### config.mk
export PLATFORM = sky130hd
export DESIGN_NAME = event_queue_watermark_monitor
export DESIGN_NICKNAME = d
export VERILOG_FILES = /design/src/verilog/qmon_pkg.sv /design/src/verilog/event_queue_watermark_monitor.sv
export SDC_FILE = /design/constraint.sdc
export NUM_CORES = 1
export LEC_CHECK = 0
export BUFFER_PORTS_ARGS = -buffer_cell sky130_fd_sc_hd__clkbuf_2
export CORE_AREA = 3 3 84 86
export DETAILED_ROUTE_END_ITERATION = 7
export DIE_AREA = 0 0 87 89
export GPL_TIMING_DRIVEN = 0
export PLACE_DENSITY = 0.66
export SETUP_SLACK_MARGIN = 0.05
export SLEW_MARGIN = 20
export SYNTH_ARGS = -nofsm -noshare
export SYNTH_HDL_FRONTEND = slang
export SYNTH_SLANG_ARGS = --single-unit
### constraint.sdc
create_clock -name mclk -period 2.55 [get_ports mclk]
set_clock_uncertainty 0.05 [all_clocks]
set_input_delay 0.1275 -clock mclk [delete_from_list [all_inputs] [get_ports mclk]]
set_output_delay 0.1275 -clock mclk [all_outputs]
set_load 0.01 [all_outputs]
### src/verilog/qmon_pkg.sv
/*
  Constants for the event queue watermark monitor: register offsets,
  field positions, reset values and encodings.
  Assumes a 32-bit plain register port with byte addresses.
*/
package qmon_pkg;
  localparam int NUM_QUEUES = 2;
  localparam int CNT_W = 5;
  localparam int PTR_W = 4;
  localparam int ADDR_W = 8;
  // Register byte offsets
  localparam logic [7:0] OFF_QSTATUS0 = 8'h00;
  localparam logic [7:0] OFF_QSTATUS1 = 8'h04;
  localparam logic [7:0] OFF_THRESH = 8'h08;
  localparam logic [7:0] OFF_ERR = 8'h0C;
  localparam logic [7:0] OFF_ERR_CLR = 8'h10;
  localparam logic [7:0] OFF_INT_MASK = 8'h14;
  // Status register field positions
  localparam int STAT_PTR_LSB = 0;
  localparam int STAT_CNT_LSB = 8;
  localparam int STAT_WM_LSB = 16;
  localparam int STAT_FLAG_BIT = 24;
  // Threshold register fields
  localparam int THR_Q0_LSB = 0;
  localparam int THR_Q1_LSB = 8;
  localparam int THR_STRIDE = 8;
  // Threshold values
  localparam logic [4:0] THR_RESET = 5'h10;
  localparam logic [4:0] THR_DISABLE = 5'h11;
  localparam logic [4:0] QUEUE_DEPTH = 5'h10;
  localparam logic [1:0] MASK_RESET = 2'h0;
  // Bus idle state for the single read-data path
  typedef enum logic [0:0] {
    BUS_IDLE = 1'b0,
    BUS_READ = 1'b1
  } bus_state_t;
endpackage

### src/verilog/event_queue_watermark_monitor.sv
/*
  Event queue watermark monitor: per-queue status, programmable
  thresholds, sticky threshold errors and an error interrupt.
  Assumes fill counts and head pointers arrive synchronous to mclk
  from the queue manager, and a plain one-cycle strobe register port.
  The queue storage itself lives elsewhere; this block only watches
  the fill count and head pointer that the queue manager reports.
  Software is expected to program thresholds 0 to 10h, or 11h to
  turn detection off; reserved codes are kept but never reached.
*/
// Added by the designer: the placing of the registers and the address-and-strobe port.
// How it works
// - Queue 0 flag and error bit set when its count reaches its threshold.
// - Queue 1 flag and error bit set when its count reaches its threshold.
// - A threshold of 11h turns off error detection for that queue.
// - Thresholds reset to 16; software uses 0 to 11h only, higher is reserved.
// - The status flag clears when one is written to the queue clear bit, unless its count still meets the threshold.
// - The watermark holds the highest occupancy since reset or clear.
// - Writing the queue clear bit also loads the watermark with the live count.
// - The count field shows live queue occupancy from 0 to 10h.
// - The pointer field shows the live head entry index 0 to Fh.
// - Each queue holds at most 16 entries.
`timescale 1ns/1ps
module event_queue_watermark_monitor
  import qmon_pkg::*;
#(
  parameter int QUEUES = NUM_QUEUES
) (
  // Clock and reset
  input wire logic mclk,
  input wire logic sys_rst,
  // Queue manager state
  input wire logic [QUEUES*CNT_W-1:0] valid_entry_count,
  input wire logic [QUEUES*PTR_W-1:0] head_entry_pointer,
  // Register port
  input wire logic [ADDR_W-1:0] reg_addr,
  input wire logic [31:0] reg_wdata,
  input wire logic reg_write,
  input wire logic reg_read,
  output logic [31:0] reg_rdata,
  // Error outputs
  output logic [QUEUES-1:0] queue_threshold_error_bit,
  output logic error_irq
);

  // Elaboration checks: the map carries two status words and two fields
  if (QUEUES != NUM_QUEUES) begin : g_bad_queues
    $error("QUEUES must be 2");
  end
  // A count field must reach a full queue
  if ((1 << CNT_W) <= int'(QUEUE_DEPTH)) begin : g_bad_cnt_w
    $error("CNT_W too narrow for the queue depth");
  end
  // The head pointer must index every entry
  if ((1 << PTR_W) < int'(QUEUE_DEPTH)) begin : g_bad_ptr_w
    $error("PTR_W too narrow for the queue depth");
  end
  // Threshold fields must not overlap
  if (THR_STRIDE < CNT_W) begin : g_bad_stride
    $error("THR_STRIDE narrower than a threshold field");
  end
  // Second threshold field sits one stride above the first
  if (THR_Q1_LSB - THR_Q0_LSB != THR_STRIDE) begin : g_bad_thr_pos
    $error("threshold field positions disagree with the stride");
  end
  // Status fields must not overlap
  if (STAT_PTR_LSB + PTR_W > STAT_CNT_LSB) begin : g_bad_ptr_field
    $error("pointer field runs into the count field");
  end
  if (STAT_CNT_LSB + CNT_W > STAT_WM_LSB) begin : g_bad_cnt_field
    $error("count field runs into the watermark field");
  end
  if (STAT_WM_LSB + CNT_W > STAT_FLAG_BIT) begin : g_bad_wm_field
    $error("watermark field runs into the flag bit");
  end
  // Offsets up to 14h need at least five address bits
  if (ADDR_W < 5) begin : g_bad_addr_w
    $error("ADDR_W too narrow for the register map");
  end

  // Per-queue state
  logic [CNT_W-1:0] thresh_q [QUEUES];
  logic [CNT_W-1:0] thresh_d [QUEUES];
  logic [CNT_W-1:0] wm_q [QUEUES];
  logic [CNT_W-1:0] wm_d [QUEUES];
  logic [QUEUES-1:0] flag_q;
  logic [QUEUES-1:0] flag_d;
  logic [QUEUES-1:0] err_q;
  logic [QUEUES-1:0] err_d;
  logic [QUEUES-1:0] clr_hit;
  logic [QUEUES-1:0] over;
  logic [31:0] stat_word [QUEUES];

  // Shared register state
  logic [QUEUES-1:0] mask_q;
  logic [31:0] thr_word;
  logic [31:0] err_word;
  logic [31:0] mask_word;
  logic [31:0] rdata_d;
  logic irq_d;

  // Address decode, one hit line per mapped register
  logic hit_stat0;
  logic hit_stat1;
  logic hit_thr;
  logic hit_err;
  logic hit_clr;
  logic hit_mask;
  logic wr_thr;
  logic wr_clr;
  logic wr_mask;
  logic [QUEUES-1:0] clr_bits;

  // Full-width compares, so aliases of a short map never hit
  assign hit_stat0 = (reg_addr == OFF_QSTATUS0);
  assign hit_stat1 = (reg_addr == OFF_QSTATUS1);
  assign hit_thr = (reg_addr == OFF_THRESH);
  assign hit_err = (reg_addr == OFF_ERR);
  assign hit_clr = (reg_addr == OFF_ERR_CLR);
  assign hit_mask = (reg_addr == OFF_INT_MASK);

  // Write qualifiers; unmapped writes change nothing
  assign wr_thr = reg_write && hit_thr;
  assign wr_clr = reg_write && hit_clr;
  assign wr_mask = reg_write && hit_mask;

  // clear bits count only beside the clear strobe
  assign clr_bits = wr_clr ? reg_wdata[QUEUES-1:0] : '0;

  // One copy of the compare, watermark and flags per queue.
  // Counts are live inputs, so a flag can set in the very cycle
  // that software clears it; the set is kept so no event is lost.
  genvar g;
  generate
    for (g = 0; g < QUEUES; g++) begin : g_q
      // five count bits cover 0 to 16 entries
      logic [CNT_W-1:0] cnt;
      logic [PTR_W-1:0] ptr;
      logic thr_off;
      logic thr_met;

      // Live queue manager fields
      assign cnt = valid_entry_count[g*CNT_W +: CNT_W];
      assign ptr = head_entry_pointer[g*PTR_W +: PTR_W];
      assign clr_hit[g] = clr_bits[g];
      assign thr_off = (thresh_q[g] == THR_DISABLE);
      // count equal to or above threshold
      assign thr_met = (cnt >= thresh_q[g]);
      assign over[g] = thr_met && !thr_off;

      // next threshold; reserved codes kept, no count can meet them
      always_comb begin
        thresh_d[g] = thresh_q[g];
        if (wr_thr) begin
          thresh_d[g] = reg_wdata[g*THR_STRIDE +: CNT_W];
        end
      end

      // threshold field, defaults to a full queue
      always_ff @(posedge mclk or posedge sys_rst) begin
        if (sys_rst) begin
          thresh_q[g] <= THR_RESET;
        end else begin
          thresh_q[g] <= thresh_d[g];
        end
      end

      // next watermark; the clear loads the live count
      always_comb begin
        wm_d[g] = wm_q[g];
        if (clr_hit[g]) begin
          wm_d[g] = cnt; // Occupancy at the clear still counts
        end else if (cnt > wm_q[g]) begin
          wm_d[g] = cnt;
        end
      end

      always_ff @(posedge mclk or posedge sys_rst) begin
        if (sys_rst) begin
          wm_q[g] <= '0;
        end else begin
          wm_q[g] <= wm_d[g];
        end
      end

      // next flag and error bit, set wins over a clear
      assign flag_d[g] = over[g] | (flag_q[g] & ~clr_hit[g]);
      assign err_d[g] = over[g] | (err_q[g] & ~clr_hit[g]);

      always_ff @(posedge mclk or posedge sys_rst) begin
        if (sys_rst) begin
          flag_q[g] <= 1'b0;
        end else begin
          flag_q[g] <= flag_d[g];
        end
      end

      // error register bit, kept apart from the flag
      always_ff @(posedge mclk or posedge sys_rst) begin
        if (sys_rst) begin
          err_q[g] <= 1'b0;
        end else begin
          err_q[g] <= err_d[g];
        end
      end

      always_comb begin
        stat_word[g] = '0;
        stat_word[g][STAT_PTR_LSB +: PTR_W] = ptr;
        stat_word[g][STAT_CNT_LSB +: CNT_W] = cnt;
        stat_word[g][STAT_WM_LSB +: CNT_W] = wm_q[g];
        stat_word[g][STAT_FLAG_BIT] = flag_q[g];
      end
    end
  endgenerate

  // Interrupt mask, same layout as the error register
  always_ff @(posedge mclk or posedge sys_rst) begin
    if (sys_rst) begin
      mask_q <= MASK_RESET;
    end else if (wr_mask) begin
      mask_q <= reg_wdata[QUEUES-1:0];
    end
  end

  always_comb begin
    thr_word = '0;
    thr_word[THR_Q0_LSB +: CNT_W] = thresh_q[0];
    thr_word[THR_Q1_LSB +: CNT_W] = thresh_q[1];
  end

  always_comb begin
    err_word = '0;
    err_word[QUEUES-1:0] = err_q;
  end

  always_comb begin
    mask_word = '0;
    mask_word[QUEUES-1:0] = mask_q;
  end

  // read mux; the clear register is write-only and reads zero.
  // Status words are built from live inputs, so a read shows the
  // queue as it stood at the strobe edge, not one cycle later.
  always_comb begin
    rdata_d = '0;
    if (hit_stat0) begin
      rdata_d = stat_word[0];
    end else if (hit_stat1) begin
      rdata_d = stat_word[1];
    end else if (hit_thr) begin
      rdata_d = thr_word;
    end else if (hit_err) begin
      rdata_d = err_word;
    end else if (hit_mask) begin
      rdata_d = mask_word;
    end
  end

  // Read data stands one cycle after the strobe, zero otherwise.
  // Zeroing idle cycles lets several slaves share an OR bus.
  always_ff @(posedge mclk or posedge sys_rst) begin
    if (sys_rst) begin
      reg_rdata <= '0;
    end else if (reg_read) begin
      reg_rdata <= rdata_d;
    end else begin
      reg_rdata <= '0;
    end
  end

  // Interrupt level from unmasked error bits
  assign irq_d = |(err_q & mask_q);

  // Error bits to the pins, one cycle behind the register
  always_ff @(posedge mclk or posedge sys_rst) begin
    if (sys_rst) begin
      queue_threshold_error_bit <= '0;
    end else begin
      queue_threshold_error_bit <= err_q;
    end
  end

  // Interrupt level, registered so the pin comes from a flop
  always_ff @(posedge mclk or posedge sys_rst) begin
    if (sys_rst) begin
      error_irq <= 1'b0;
    end else begin
      error_irq <= irq_d;
    end
  end

endmodule // event_queue_watermark_monitor

==> results.md <==
Detailed routing:
- The number of vias after detailed routing is slightly below 2k.
- The final wirelength is ~5700 µm.
- The detailed-router iteration count before antenna repair is 4.
- The number of remaining DRC errors is 0.
- The number of nets with antenna violations after routing is 0.
- Dividing the detail-routed wire length by the instance count gives 14.3 µm.
- Dividing the detail-routed via count by the number of cells gives 4.94.
- The initial DRC count is 70.

Cells and area:
- Relative to the synthesized area, the layout overhead comes to 23.3%.
- Leaving out fill and tap cells, the most frequent cell in the layout is sky130_fd_sc_hd__clkbuf_2.
- The number of non-filler instances in the completed layout is 399.
- In the final design database the tool counted 403 nets.
- The number of diodes added for antenna fixing is 0.
- The utilization after layout is roughly half.
- The total of fill cells in the finished design is 593.
- The fraction of final layout cells sized beyond drive strength 1 is 37.0%.
- The top cell types in the final layout, fill and taps aside, are sky130_fd_sc_hd__clkbuf_2, sky130_fd_sc_hd__dfrtp_1, sky130_fd_sc_hd__inv_1.

Power:
- The power per unit of standard cell area is 618 nW/µm².
- The power share of the sequential group is 45.6%.
- In this run, the combinational gates consume 30.8% of the power.
- The design draws 1.96 mW.
- For this design the total switching power over the nets is roughly 0.64 mW.
- The internal power of the cells totals 1.33 mW.
- The largest vdd supply drop is 0.000221 V.
- For this design the static power due to leakage is between 1.5 and 2 nW.
- Of the total power, the clock network draws 23.6%.
- The switching fraction of total power is 32.4%.

Yosys:
- The most used flip-flop cell after synthesis is sky130_fd_sc_hd__dfrtp_1.
- Counting distinct cell types in the post-synthesis netlist gives 39.
- The number of flip-flops and latches in the synthesized netlist is 45.
- The number of flops mapped to enable cells by yosys is 0.
- After synthesis, the cell types taking the most area are sky130_fd_sc_hd__dfrtp_1, sky130_fd_sc_hd__ha_1, sky130_fd_sc_hd__mux2_2.
- The synthesized design spends more area on one cell type than any other, namely sky130_fd_sc_hd__dfrtp_1.
- Counting flops with an async set or reset pin after synthesis yields a share of 100%.
- A synthesized cell averages roughly 11 µm².
- The gate count after technology mapping is 237.
- For this run, the number of Yosys warnings is 0.
- The share of synthesized area in the top cell type comes to 41.7%.
- Of the synthesized area, sequential elements account for 43.8%.
- The synthesized netlist occupies a cell area of 2580 µm².

Floorplanning:
- From bottom edge to top edge, the die measures 89 µm.
- For this design the top-level I/O count stands at 97.
- The core region is 6350 µm².
- The initial core utilization is 40.6%.
- The floorplan has 29 rows.
- The floorplan die width is 87 µm.
- The area enclosed by the die boundary is 7740 µm².

Placed design:
- The placed wire-length estimate after detailed placement is 4710 µm.
- The placer congestion estimate is 0.887.
- The count of buffers from port buffering is 57.
- Once placement completed, the tool counted placed cells totaling around 390.

Setup path:
- The startpoint identified for the worst register-to-register timing path is stat_word[51].
- STA puts the critical path data arrival time at around 2.3 ns.
- The count of buffer and inverter cells on the critical path is 1.
- Measured in cells, the most critical reg-to-reg path has a length of 7.
- Tracing the worst setup path back leads to its startpoint at stat_word[51].
- The total number of cells along the worst setup path is 7.
- Of all nets on the critical path, the largest fanout is 5.
- The cell family contributing the most delay on the critical path is compound AO/OA/AOI/OAI gates.
- The critical path's slowest cell is sky130_fd_sc_hd__dfrtp_1.
- The most critical setup path has its endpoint at stat_word[48].
- The critical path launch point type is a flop.
- The signal on the critical path passes through inv_1 > ha_1 > nand2_1 > or2_1 > a32o_1 > a31oi_4 > mux2_2.
- The setup path with the least slack is of type reg2reg.
- In this run the critical register-to-register path is captured at stat_word[48].
- The worst setup path is captured at a flop.
- STA puts the critical path data required time at 2.69 ns.
- The maximum cell stage delay along the critical path is 0.41 ns.
- The minimum setup slack among reg-to-reg paths is 0.43 ns.

Timing:
- The count of endpoints failing setup in the final report is 0.
- The final count of hold timing violations is 0.
- The tightest hold path in the finished design has a slack of 0.00966 ns.
- The final-report max-slew violation count is 0.
- The worst pin sits at a relative slew slack of 62.3%.
- Setup repair after global routing left no endpoint under its margin.
- The share of the clock period used by the worst path is 83.0%.
- The final critical delay including setup and external delays is 2.12 ns.
- Derived from the worst setup path, the maximum achievable clock frequency is 472 MHz.
- After routing, the total negative slack on setup checks comes to 0 ns.
- The slew at the pin closest to its max-slew limit is ~0.57 ns.

Clock tree:
- The post-cts repair resize count is 0.
- The number of sinks driven by the clock tree is 45.
- In this run the number of H-tree levels came out at 2.
- Buffers inserted during clock tree synthesis total 5.
- After clock tree synthesis, the clock-pin slew on the worst setup and hold paths is about 0.090 ns.
- The cell at the root of the clock tree is sky130_fd_sc_hd__clkbuf_8.
- The buffer levels on the longest clock path is 2.
- TritonCTS built the clock tree.
- The later pin in the worst-skew pair is clocked with a latency of 0.30 ns.

Job:
- The reported max-cap violation count is 0.

GRT:
- Entering global routing, the biggest net connects 25 pins.
- The number of antenna violations at the first check in global routing came to 0.
- The first-pass GRT wire length is 9200 µm.
- The total global-route track usage is 15.4%.
- The number of global-route vias before repair is 1953.
- Global routing finished with a remaining overflow of 0.

Run status:
- The flow ran to the end, and the final reports show no timing, DRC or antenna violations.

Hold path:
- The path class of the tightest hold or removal check is in2reg.
## repair_timing
| item | in CTS | in global routing |
|---|---|---|
| hold buffers | 4 | 0 |
| hold endpoints to repair | 26 | 0 |
| buffers inserted | 0 | 0 |
| endpoints found under the setup margin | 0 | 0 |
## cell type report
| class | instances | area [µm²] | area share (%) |
|---|---|---|---|
| clock inverter | 3 | 25.0 | 0.788 |
| timing repair buffer | 62 | 353 | 11.1 |
| tap | 77 | 96.3 | 3.03 |
| clock buffer | 5 | 68.8 | 2.17 |
| sequential | 45 | 1130 | 35.5 |
| inverter | 26 | 97.6 | 3.07 |
| multi-input combinational | 160 | 1260 | 39.7 |
| buffer | 21 | 146 | 4.61 |
## sequential cells by signal, indices dropped and copies added, names as in the netlist
name	cells
err_q	2
queue_threshold_error_bit	2
reg_rdata	16
error_irq	1
flag_q	2
thr_word	10
stat_word	10
mask_q	2
## per-stage QoR
stage,setup slack (ns),instance area [µm²]
2_1_floorplan,0.585,2630
3_3_place_gp,0.483,3020
3_5_place_dp,0.456,3040
4_1_cts,0.442,3180
5_1_grt,0.338,3180
6_report,0.433,3180
## power groups by stage
stage | clock, mW | combinational, mW | sequential, mW
finish | 0.463 | 0.604 | 0.897
global route | 0.508 | 0.686 | 0.910
CTS | 0.477 | 0.611 | 0.895
detailed placement | 0 | 0.602 | 0.909
global placement | 0 | 0.575 | 0.906
floorplan | 0 | 0.471 | 0.874
## cell families (layout without fill, tap and decap cells)
logic type / count (synthesis) / after routing / share of synthesized area [%]
AOI/OAI and AO/OA: 48 / 48 / 13.1
muxes: 26 / 26 / 11.2
DFF: 45 / 45 / 43.8
and+or+nand+nor: 50 / 50 / 12.7
other: 1 / 16 / 0.145
adders and majority gates: 20 / 20 / 9.71
buffers and inverters: 47 / 117 / 9.47
## worst min path at each step
| stage | startpoint | endpoint | cells after the start |
|---|---|---|---|
| 3_3_place_gp | reg_wdata[11] | thr_word[11] | 2 |
| 4_1_cts | reg_wdata[11] | thr_word[11] | 2 |
| 3_5_place_dp | sys_rst | reg_rdata[0] | 2 |
| 5_1_grt | reg_wdata[4] | thr_word[4] | 2 |
| 2_1_floorplan | reg_read | reg_rdata[16] | 1 |
| 6_report | reg_wdata[4] | thr_word[4] | 2 |
## Yosys cell counts, types with 6 or more instances
master                      n
sky130_fd_sc_hd__a21oi_1    6
sky130_fd_sc_hd__a221oi_1   6
sky130_fd_sc_hd__a22oi_1    6
sky130_fd_sc_hd__buf_4     16
sky130_fd_sc_hd__dfrtp_1   43
sky130_fd_sc_hd__ha_1      20
sky130_fd_sc_hd__inv_1     26
sky130_fd_sc_hd__mux2_2    22
sky130_fd_sc_hd__nand2b_1   7
sky130_fd_sc_hd__nor2_1     8
sky130_fd_sc_hd__nor2b_1    7
sky130_fd_sc_hd__o21ai_0   18
## layer usage
metal	global-route usage, %	up-vias	part of all wire, %
met5	0	-	0
met4	6.23	0	2.3
met3	3.41	11	5.1
met2	26.3	56	50
met1	18.9	939	43
li1	-	967	-
Note: power is estimated with default switching activity, not from simulation.
